===== config.mk =====
export PLATFORM = sky130hd
export DESIGN_NAME = msc_top
export DESIGN_NICKNAME = d
export VERILOG_FILES = /design/src/rtl/msc_pkg.sv /design/src/rtl/msc_top.sv /design/src/rtl/msc_sync.sv
export VERILOG_INCLUDE_DIRS = /design/src /design/src/rtl
export SDC_FILE = /design/constraint.sdc
export NUM_CORES = 1
export LEC_CHECK = 0
export ABC_AREA = 1
export BUFFER_PORTS_ARGS = -buffer_cell sky130_fd_sc_hd__buf_2
export CAP_MARGIN = 20
export CORE_MARGIN = 8
export CORE_UTILIZATION = 43
export DETAILED_ROUTE_END_ITERATION = 8
export SLEW_MARGIN = 20
export SYNTH_ARGS = -nofsm -noshare
export SYNTH_HDL_FRONTEND = slang
export SYNTH_HIERARCHICAL = 1
export SYNTH_SLANG_ARGS = --single-unit

===== constraint.sdc =====
create_clock -name CLK -period 3.15 [get_ports CLK]
set_input_delay 0.63 -clock CLK [delete_from_list [all_inputs] [get_ports CLK]]
set_output_delay 0.63 -clock CLK [all_outputs]
set_load 0.05 [all_outputs]

===== src/rtl/msc_params.svh =====
`ifndef MSC_PARAMS_SVH
`define MSC_PARAMS_SVH

// Width of one serial word and of the held control word.
`define MSC_WORD_W        22
// Register-select field position, width and the only accepted value.
`define MSC_SEL_LSB       0
`define MSC_SEL_W         3
`define MSC_SEL_VALUE     3'h5
// Field positions inside the control word.
`define MSC_PD_BIT        7
`define MSC_INCAP_LSB     9
`define MSC_OUTCAP_LSB    13
`define MSC_FILT_LSB      17
`define MSC_BIAS_LSB      19
// Reset word: select field set, mixer powered down, all codes zero.
`define MSC_RESET_WORD    22'h000085
// Serial timing minima in ns and the system clock period in ns.
`define MSC_CLK_PERIOD_NS 8
`define MSC_T_CLK_HIGH_NS 25
`define MSC_T_CLK_LOW_NS  25
// Least serial clock phase in system cycles, rounded up.
`define MSC_CLK_PHASE_CYC ((`MSC_T_CLK_HIGH_NS + `MSC_CLK_PERIOD_NS - 1) / `MSC_CLK_PERIOD_NS)

`endif


===== src/rtl/msc_pkg.sv =====
`default_nettype none

package msc_pkg;

   // Decoded settings that leave the block towards the analog core.
   typedef struct packed {
      logic [2:0] bias;      // Mixer-core bias code.
      logic [1:0] filt;      // IF low-pass filter code.
      logic [2:0] out_cap;   // Balun output-side capacitor code.
      logic [2:0] in_cap;    // Balun input-side capacitor code.
      logic       pd;        // One powers the mixer down.
   } msc_ctrl_t;

   // Synchronised view of the three serial pins.
   typedef struct packed {
      logic data;            // Serial data level.
      logic sclk_rise;       // One-cycle pulse on a serial clock rising edge.
      logic latch_rise;      // One-cycle pulse on a latch strobe rising edge.
   } msc_pins_t;

endpackage : msc_pkg

`default_nettype wire


===== src/rtl/msc_top.sv =====
`timescale 1ns/1ps
`default_nettype none
`include "msc_params.svh"

module msc_top (
   input  wire logic       CLK,                    // System clock, 125 MHz.
   input  wire logic       RST,                    // Synchronous reset, active high.
   input  wire logic       SER_CLK,                // Serial clock pin from the host.
   input  wire logic       SER_DATA,               // Serial data pin from the host.
   input  wire logic       LATCH_STROBE,           // Latch strobe pin from the host.
   output logic            POWER_DOWN_SELECT,      // One powers the mixer down.
   output logic [2:0]      BALUN_INPUT_CAP_CODE,   // Balun input-side capacitor code.
   output logic [2:0]      BALUN_OUTPUT_CAP_CODE,  // Balun output-side capacitor code.
   output logic [1:0]      IF_FILTER_CODE,         // IF low-pass filter code.
   output logic [2:0]      MIXER_CORE_BIAS_CODE,   // Mixer-core bias code.
   output logic            WORD_ACCEPTED,          // Pulse: a word was latched.
   output logic            WORD_REJECTED           // Pulse: a word was dropped.
);

   msc_pkg::msc_pins_t          pins;      // Synchronised pin events.
   logic [`MSC_WORD_W-1:0]      hold_q;    // Holding shift register.
   logic [`MSC_WORD_W-1:0]      hold_d;    // Holding register after one shift.
   msc_pkg::msc_ctrl_t          ctrl_q;    // Applied control word.
   logic                        acc_q;     // Accept pulse register.
   logic                        rej_q;     // Reject pulse register.

   // True when a word carries the only select value this device answers to.
   function automatic logic sel_ok(input logic [`MSC_WORD_W-1:0] w);
      sel_ok = (w[`MSC_SEL_LSB +: `MSC_SEL_W] == `MSC_SEL_VALUE);
   endfunction : sel_ok

   // Split a raw word into the fields that drive the analog core.
   function automatic msc_pkg::msc_ctrl_t decode(input logic [`MSC_WORD_W-1:0] w);
      decode.bias    = w[`MSC_BIAS_LSB +: 3];
      decode.filt    = w[`MSC_FILT_LSB +: 2];
      decode.out_cap = w[`MSC_OUTCAP_LSB +: 3];
      decode.in_cap  = w[`MSC_INCAP_LSB +: 3];
      decode.pd      = w[`MSC_PD_BIT];
   endfunction : decode

   // All three pins come from the host's domain and pass full synchronisers.
   // Data goes through the same synchroniser, but its level lags the clock's rise pulse by one cycle.
   // Only the edges of the clock and strobe matter, so their levels are left open.
   // three serial lines
   msc_sync u_sync_clk (
      .clk   (CLK),
      .rst   (RST),
      .pin   (SER_CLK),
      .level (),
      .rise  (pins.sclk_rise)
   );

   msc_sync u_sync_data (
      .clk   (CLK),
      .rst   (RST),
      .pin   (SER_DATA),
      .level (pins.data),
      .rise  ()
   );

   msc_sync u_sync_le (
      .clk   (CLK),
      .rst   (RST),
      .pin   (LATCH_STROBE),
      .level (),
      .rise  (pins.latch_rise)
   );

   // Word is shifted MSB first, so the newest bit enters at bit zero.
   assign hold_d = {hold_q[`MSC_WORD_W-2:0], pins.data};

   // Holding register collects serial bits; it never touches the applied word.
   always_ff @(posedge CLK) begin
      if (RST) begin
         hold_q <= '0;
      end else if (pins.sclk_rise) begin
         hold_q <= hold_d;
      end
   end

   // Applied control word; outside reset, only a strobe with a valid select can change it.
   // A strobe in the same cycle as a clock edge latches the word before that bit.
   always_ff @(posedge CLK) begin
      if (RST) begin
         ctrl_q <= decode(`MSC_RESET_WORD);
      end else if (pins.latch_rise && sel_ok(hold_q)) begin
         ctrl_q <= decode(hold_q);
      end
   end

   // Status pulses tell the system whether the last strobe took effect.
   always_ff @(posedge CLK) begin
      if (RST) begin
         acc_q <= 1'b0;
         rej_q <= 1'b0;
      end else begin
         acc_q <= pins.latch_rise && sel_ok(hold_q);
         rej_q <= pins.latch_rise && !sel_ok(hold_q);
      end
   end

   assign POWER_DOWN_SELECT     = ctrl_q.pd;
   assign BALUN_INPUT_CAP_CODE  = ctrl_q.in_cap;
   assign BALUN_OUTPUT_CAP_CODE = ctrl_q.out_cap;
   assign IF_FILTER_CODE        = ctrl_q.filt;
   assign MIXER_CORE_BIAS_CODE  = ctrl_q.bias;
   assign WORD_ACCEPTED         = acc_q;
   assign WORD_REJECTED         = rej_q;

   logic accept;   // A valid strobe this cycle.
   assign accept = pins.latch_rise && sel_ok(hold_q);
endmodule : msc_top

`default_nettype wire


===== src/rtl/msc_sync.sv =====
`timescale 1ns/1ps
`default_nettype none

// Three-stage pin synchroniser; a new level counts once stages two and three agree.
module msc_sync (
   input  wire logic clk,      // System clock.
   input  wire logic rst,      // Synchronous reset, active high.
   input  wire logic pin,      // Asynchronous pin level.
   output logic      level,    // Filtered level.
   output logic      rise      // One-cycle pulse on an accepted rising change.
);

   logic s1_q;                 // First stage, read only by the second.
   logic s2_q;                 // Second stage.
   logic s3_q;                 // Third stage.
   logic level_q;              // Accepted level.

   // Shift the pin through the three stages.
   always_ff @(posedge clk) begin
      if (rst) begin
         s1_q <= 1'b0;
         s2_q <= 1'b0;
         s3_q <= 1'b0;
      end else begin
         s1_q <= pin;
         s2_q <= s1_q;
         s3_q <= s2_q;
      end
   end

   // Take a new level only when the last two stages agree, which rejects one-cycle glitches.
   always_ff @(posedge clk) begin
      if (rst) begin
         level_q <= 1'b0;
      end else if (s2_q == s3_q) begin
         level_q <= s3_q;
      end
   end

   assign level = level_q;
   assign rise  = (s2_q == s3_q) && s3_q && !level_q;

endmodule : msc_sync

`default_nettype wire


==> results of run 1 <==
==> routing by layer <==
metal,vias up,GRT usage,routed length [um]
met5,-,0,0
met4,0,0.0536,69
met3,7,0.0320,140
met2,19,0.155,1240
met1,554,0.118,1480
li1,752,-,-
==> registers in the layout (all words and copies together) (netlist names), 2 cells and up <==
signal / count
hold_q: 22
BALUN_INPUT_CAP_CODE: 3
BALUN_OUTPUT_CAP_CODE: 3
MIXER_CORE_BIAS_CODE: 3
IF_FILTER_CODE: 2
==> path summary, 6_finish.rpt <==
check	end	from	slack, ns
max	hold_q[20]	RST	1.54
min	u_sync_le/s2_q	u_sync_le/s1_q	0.41
max reg2reg	POWER_DOWN_SELECT	u_sync_le/s2_q	1.61
min reg2reg	u_sync_le/s2_q	u_sync_le/s1_q	0.41
==> power breakdown <==
part,switching (mW),leakage [nW],internal (mW)
clock network,0.191,0.0645,0.280
registers,0.00368,0.389,0.615
logic,0.0211,0.539,0.0118
total,0.216,0.992,0.906
==> area by class of cell <==
class	count	area [um^2]	area share
inverters	53	199	0.0971
flip-flops and latches	48	961	0.469
clock buffers	7	96.3	0.0470
multi-input cells	130	596	0.291
repair buffers	20	105	0.0513
well taps	50	62.6	0.0305
clock inverters	1	30.0	0.0147
==> through the flow <==
step            util  hold slack [ns]  area [um^2]  std cells
2_1_floorplan      -            0.388         1810        241
3_3_place_gp   0.477            0.390         1920        301
3_5_place_dp   0.477            0.399         1920        301
4_1_cts        0.509            0.411         2050        309
5_1_grt        0.509            0.429         2050        309
6_report       0.509            0.406         2050        309
==> worst reg2reg max path, delay by kind of cell, from the launching register on <==
family | cells | cell delay [ns]
buf+inv | 2 | 0.24
fa+ha+maj | 1 | 0.16
flops | 1 | 0.35
simple gates | 4 | 0.65
==> Flow_metrics.wiki, run 1 <==
{| class="wikitable"
! Metric !! Value
|-
| Post-DP HPWL || a little under 2000 um
|-
| Path class of the lowest-slack min-delay path || register to register
|-
| Instance count along the most critical hold path || 2
|-
| Critical Path Slowest Stage Cell || sky130_fd_sc_hd__inv_1
|-
| Routed via count divided by cell count || 4.31
|-
| Sinks on Clock Net || 48
|-
| Starting utilization of the core area || 0.450
|-
| Yosys warning count || 6
|-
| Ordered cell list for the critical path || buf_2 > inv_1 > o21ai_0 > a21oi_1
|-
| Crit path buf inv count || 2
|-
| Number of resized instances in the post-cts repair step || 0
|-
| Category of the most critical setup path || input pin to register
|-
| Top delay family on crit path || buffers and inverters
|-
| Most frequent standard cell in the layout excluding fill and tap cells || sky130_fd_sc_hd__inv_1
|-
| Total negative slack || 0 ns
|-
| Hold Violations, Final || 0
|-
| Total track usage || 0.0988
|-
| Global-route wire length before repair || around 5200 um
|-
| Total power per unit cell area || 548 mW/mm^2
|-
| Type of destination of the critical path || register
|-
| Worst-path fanout max || 35
|-
| Final period demand of the worst path || about 1.6 ns
|-
| Fin. max-slew vios || 0
|-
| Area of the core || about 0.0040 mm^2
|-
| Proportion of layout cells with a drive suffix above 1 || 0.127
|-
| Status || finished, final reports clean
|-
| # Post-CTS Setup Buffers || 0
|-
| Peak supply drop || between 0.3 and 0.4 mV
|-
| Final Power || around 1.1 mW
|-
| Total I/O pin count || 19
|-
| Clk buf depth || 2
|-
| Worst Max-Slew Pin Slew || roughly 0.85 ns
|-
| Fmax || 623 MHz
|-
| Remaining Overflow, GRT || 0
|-
| Clock transition at path regs || ~0.080 ns
|-
| LEAKAGE || between 0.9 and 1 nW
|-
| DR iter-0 viols || 63
|-
| Count of H-tree levels built during CTS || 2
|-
| Worst slew margin || 0.430
|-
| Pre-CTS setup slack || approximately 1.2 ns
|-
| Count of buffers from port buffering || 18
|-
| Post-DR wirelength/cell || approximately 9.5 um
|-
| Initial antenna violation count || 0
|-
| Drt pass-1 iters || 4
|-
| Largest net degree at the start of global routing || 36
|-
| Worst Setup Slack, final || between 1.5 and 2 ns
|-
| Data arrival, critical path || about 1.8 ns
|-
| Vias in the first global route || 1171
|-
| Antenna-violating nets left || 0
|-
| Slowest cell delay on critical path || about 0.65 ns
|-
| Count of antenna diodes in the layout || 0
|-
| Max Clock Skew || between 0.004 and 0.005 ns
|-
| Number of buffers created by CTS || 5
|-
| Leading cell types in the layout, fill and taps excluded || 53 x sky130_fd_sc_hd__inv_1, 48 x sky130_fd_sc_hd__dfxtp_1, 41 x sky130_fd_sc_hd__nor2_1, 31 x sky130_fd_sc_hd__nand2_1, 22 x sky130_fd_sc_hd__o21ai_0
|-
| Master cell of the clock root buffer || sky130_fd_sc_hd__clkbuf_8
|-
| Setup-violating endpoint count in the final report || 0
|-
| Cell count after synthesis || 241
|-
| Required time at the endpoint of the critical path || 3.37 ns
|-
| TritonCTS clock tree || yes
|-
| Summed instance area of the synthesized netlist || 0.00181 mm^2
|-
| Die height || a little over 80 um
|-
| Total die area || about 0.0065 mm^2
|-
| Final clock period utilization by the worst path || 0.510
|-
| Unrepaired setup endpoints after global routing || false
|-
| Site row count || 23
|-
| Hold_buf cts || 0
|-
| Via total after detailed routing || 1332
|-
| DRC viols || 0
|-
| Mean instance size in the synthesized netlist || approximately 7.5 um^2
|-
| Routed WL || 2940 um
|-
| Path length in cells of the critical path || 4
|-
| Net count after synthesis || between 200 and 250
|-
| Count of max-cap constraint violations || 0
|-
| Gpl congestion || between 0.6 and 0.7
|-
| Area added between synthesis and finish || 13.1%
|-
| Number of fill cells || approximately 420
|-
| Final net count || 266
|-
| Horizontal extent of the die || 80.9 um
|-
| Cell count of the worst reg-to-reg path || 7
|-
| Insertion delay of the later-clocked pin in the worst-skew pair || approximately 0.30 ns
|-
| Kind of start point of the critical path || input pin
|}
Power figures use the tool's default switching activity.
==> run 2: changes to the inputs <==
--- a/config.mk
+++ b/config.mk
@@ -6,7 +6,7 @@
 export SDC_FILE = /design/constraint.sdc
 export NUM_CORES = 1
 export LEC_CHECK = 0
-export ABC_AREA = 1
+export ABC_AREA = 0
 export BUFFER_PORTS_ARGS = -buffer_cell sky130_fd_sc_hd__buf_2
 export CAP_MARGIN = 20
 export CORE_MARGIN = 8
==> constraint.sdc (replaced) <==
create_clock -name CLK -period 1.45 [get_ports CLK]
set_input_delay 0.29 -clock CLK [delete_from_list [all_inputs] [get_ports CLK]]
set_output_delay 0.29 -clock CLK [all_outputs]
set_load 0.05 [all_outputs]
==> Flow_metrics.wiki, run 2 <==
{| class="wikitable"
! Metric !! Value
|-
| Worst reg-to-reg setup slack || about 0.11 ns
|-
| DR iter-0 viols || 60
|-
| Starting utilization of the core area || 0.445
|-
| Via total after detailed routing || 1068
|-
| Critical Path Slowest Stage Cell || sky130_fd_sc_hd__dfxtp_1
|-
| Final standard cell count with taps included and fillers excluded || around 230
|-
| Post-DP HPWL || 1730 um
|-
| TritonCTS clock tree || yes
|-
| LEAKAGE || 0.775 nW
|-
| Status || finished, final reports clean
|-
| Vias in the first global route || approximately 1000
|-
| Cell count of the worst reg-to-reg path || 5
|-
| Yosys warning count || 6
|-
| RR Endpoint || BALUN_INPUT_CAP_CODE[0]
|-
| Total I/O pin count || 19
|-
| Master cell of the clock root buffer || sky130_fd_sc_hd__clkbuf_8
|-
| Hold Violations, Final || 0
|-
| Remaining Overflow, GRT || 0
|-
| Unrepaired setup endpoints after global routing || false
|-
| Total negative slack || 0 ns
|-
| Net count after synthesis || around 170
|-
| Sequential cell area || 961 um^2
|-
| Gpl congestion || about 0.7
|-
| Worst Max-Slew Pin Slew || about 0.26 ns
|-
| Ordered cell list for the critical path || ha_1 > nor2b_1 > and4b_2 > buf_12 > mux2i_1
|-
| Sinks on Clock Net || 48
|-
| Count of H-tree levels built during CTS || 2
|-
| Fin. max-slew vios || 0
|-
| Type of destination of the critical path || register
|-
| Path class of the lowest-slack min-delay path || input pin to register
|-
| Most frequent standard cell in the layout excluding fill and tap cells || sky130_fd_sc_hd__dfxtp_1
|-
| Largest register FFs || 22
|-
| Clock transition at path regs || approximately 0.080 ns
|-
| Clk buf depth || 2
|-
| Drt pass-1 iters || 3
|-
| Total die area || ~0.0065 mm^2
|-
| Number of buffers created by CTS || 5
|-
| Antenna-violating nets left || 0
|-
| Proportion of layout cells with a drive suffix above 1 || 0.170
|-
| Path length in cells of the critical path || 5
|-
| Total power per unit cell area || 1290 mW/mm^2
|-
| Endpoint of the worst hold path || u_sync_clk/s1_q
|-
| Worst slew margin || 0.830
|-
| Count of buffers from port buffering || 18
|-
| Instance count along the most critical hold path || 2
|-
| Slowest cell delay on critical path || ~0.34 ns
|-
| Count of antenna diodes in the layout || 0
|-
| Area of the core || roughly 0.004 mm^2
|-
| Post-DR wirelength/cell || roughly 12 um
|-
| Largest net degree at the start of global routing || 61
|-
| Final net count || about 190
|-
| Final clock period utilization by the worst path || 0.925
|-
| Multi-input combinational cell area || 744 um^2
|-
| Routed WL || 2680 um
|-
| Category of the most critical setup path || register to register
|-
| Insertion delay of the later-clocked pin in the worst-skew pair || 0.30 ns
|-
| Area added between synthesis and finish || 17.1%
|-
| Summed instance area of the synthesized netlist || 0.00178 mm^2
|-
| Total track usage || 0.0931
|-
| # Post-CTS Setup Buffers || 0
|-
| Routed via count divided by cell count || 4.60
|-
| Peak supply drop || 0.764 mV
|-
| Leading cell types in the layout, fill and taps excluded || 48 x sky130_fd_sc_hd__dfxtp_1, 37 x sky130_fd_sc_hd__mux2i_1, 27 x sky130_fd_sc_hd__nor2_1, 22 x sky130_fd_sc_hd__nand2b_1, 18 x sky130_fd_sc_hd__buf_2
|-
| Die height || about 80 um
|-
| Launch instance of the worst register-to-register path || u_sync_le/s3_q
|-
| Max Clock Skew || 0.00787 ns
|-
| Count of max-cap constraint violations || 0
|-
| Global-route wire length before repair || 4670 um
|-
| Largest reg by FF count || hold_q
|-
| Top delay family on crit path || simple AND/OR/NAND/NOR gates
|-
| Setup-violating endpoint count in the final report || 0
|-
| Hold wc startpoint || SER_CLK
|-
| Initial antenna violation count || 0
|-
| Data arrival, critical path || approximately 1.6 ns
|-
| Kind of start point of the critical path || register
|-
| Crit path buf inv count || 1
|-
| Number of cells in the design after placement || roughly 220
|-
| Number of resized instances in the post-cts repair step || 0
|-
| Site row count || 23
|-
| Fmax || between 700 and 800 MHz
|-
| Worst-path fanout max || 13
|-
| Final period demand of the worst path || ~1.3 ns
|-
| Cell count after synthesis || ~160
|-
| Required time at the endpoint of the critical path || approximately 1.7 ns
|-
| Number of fill cells || between 300 and 400
|-
| Hold_buf cts || 0
|-
| DRC viols || 0
|-
| Horizontal extent of the die || roughly 80 um
|-
| Mean instance size in the synthesized netlist || 10.9 um^2
|}
-- run 2: how the worst max path moves through the flow --
stage | end | start
after global routing | BALUN_OUTPUT_CAP_CODE[1] | u_sync_le/s3_q
after detailed placement | BALUN_INPUT_CAP_CODE[0] | u_sync_le/s3_q
after global placement | BALUN_OUTPUT_CAP_CODE[0] | u_sync_le/s2_q
after floorplan | BALUN_INPUT_CAP_CODE[0] | u_sync_le/s2_q
final | BALUN_INPUT_CAP_CODE[0] | u_sync_le/s3_q
after CTS | BALUN_INPUT_CAP_CODE[0] | u_sync_le/s3_q
-- run 2: area by class of cell --
| type | instances | area share |
|---|---|---|
| Inverter | 2 | 0.00360 |
| Tap cell | 50 | 0.0300 |
| Clock buffer | 5 | 0.0330 |
| Multi-Input combinational cell | 103 | 0.357 |
| Timing Repair Buffer | 21 | 0.0720 |
| Clock inverter | 3 | 0.0432 |
| Sequential cell | 48 | 0.461 |
-- run 2: report_power, final --
group	total, mW	switching [mW]	leakage (nW)	internal, mW
sequential	1.33	0.00434	0.388	1.33
clock	1.29	0.427	0.0784	0.862
combinational	0.0610	0.0303	0.308	0.0306
-- run 2: per-layer routing --
| metal | track usage | up-vias | routed length (um) |
|---|---|---|---|
| met4 | 0.0491 | 0 | 58 |
| met5 | 0 | - | 0 |
| met1 | 0.106 | 490 | 1270 |
| met2 | 0.141 | 14 | 1220 |
| li1 | - | 559 | - |
| met3 | 0.0435 | 5 | 133 |
-- run 2: metrics by stage --
| stage | setup slack (ns) | hold WS, ns | total power [mW] | cell area, um^2 | util |
|---|---|---|---|---|---|
| floorplan | 0.201 | 0.362 | 1.40 | 1780 | - |
| global placement | 0.212 | 0.417 | 1.42 | 1920 | 0.481 |
| detailed placement | 0.107 | 0.425 | 1.43 | 1920 | 0.481 |
| CTS | 0.0920 | 0.192 | 2.72 | 2080 | 0.521 |
| global route | 0.0106 | 0.187 | 2.78 | 2080 | 0.521 |
| finish | 0.108 | 0.201 | 2.68 | 2080 | 0.521 |
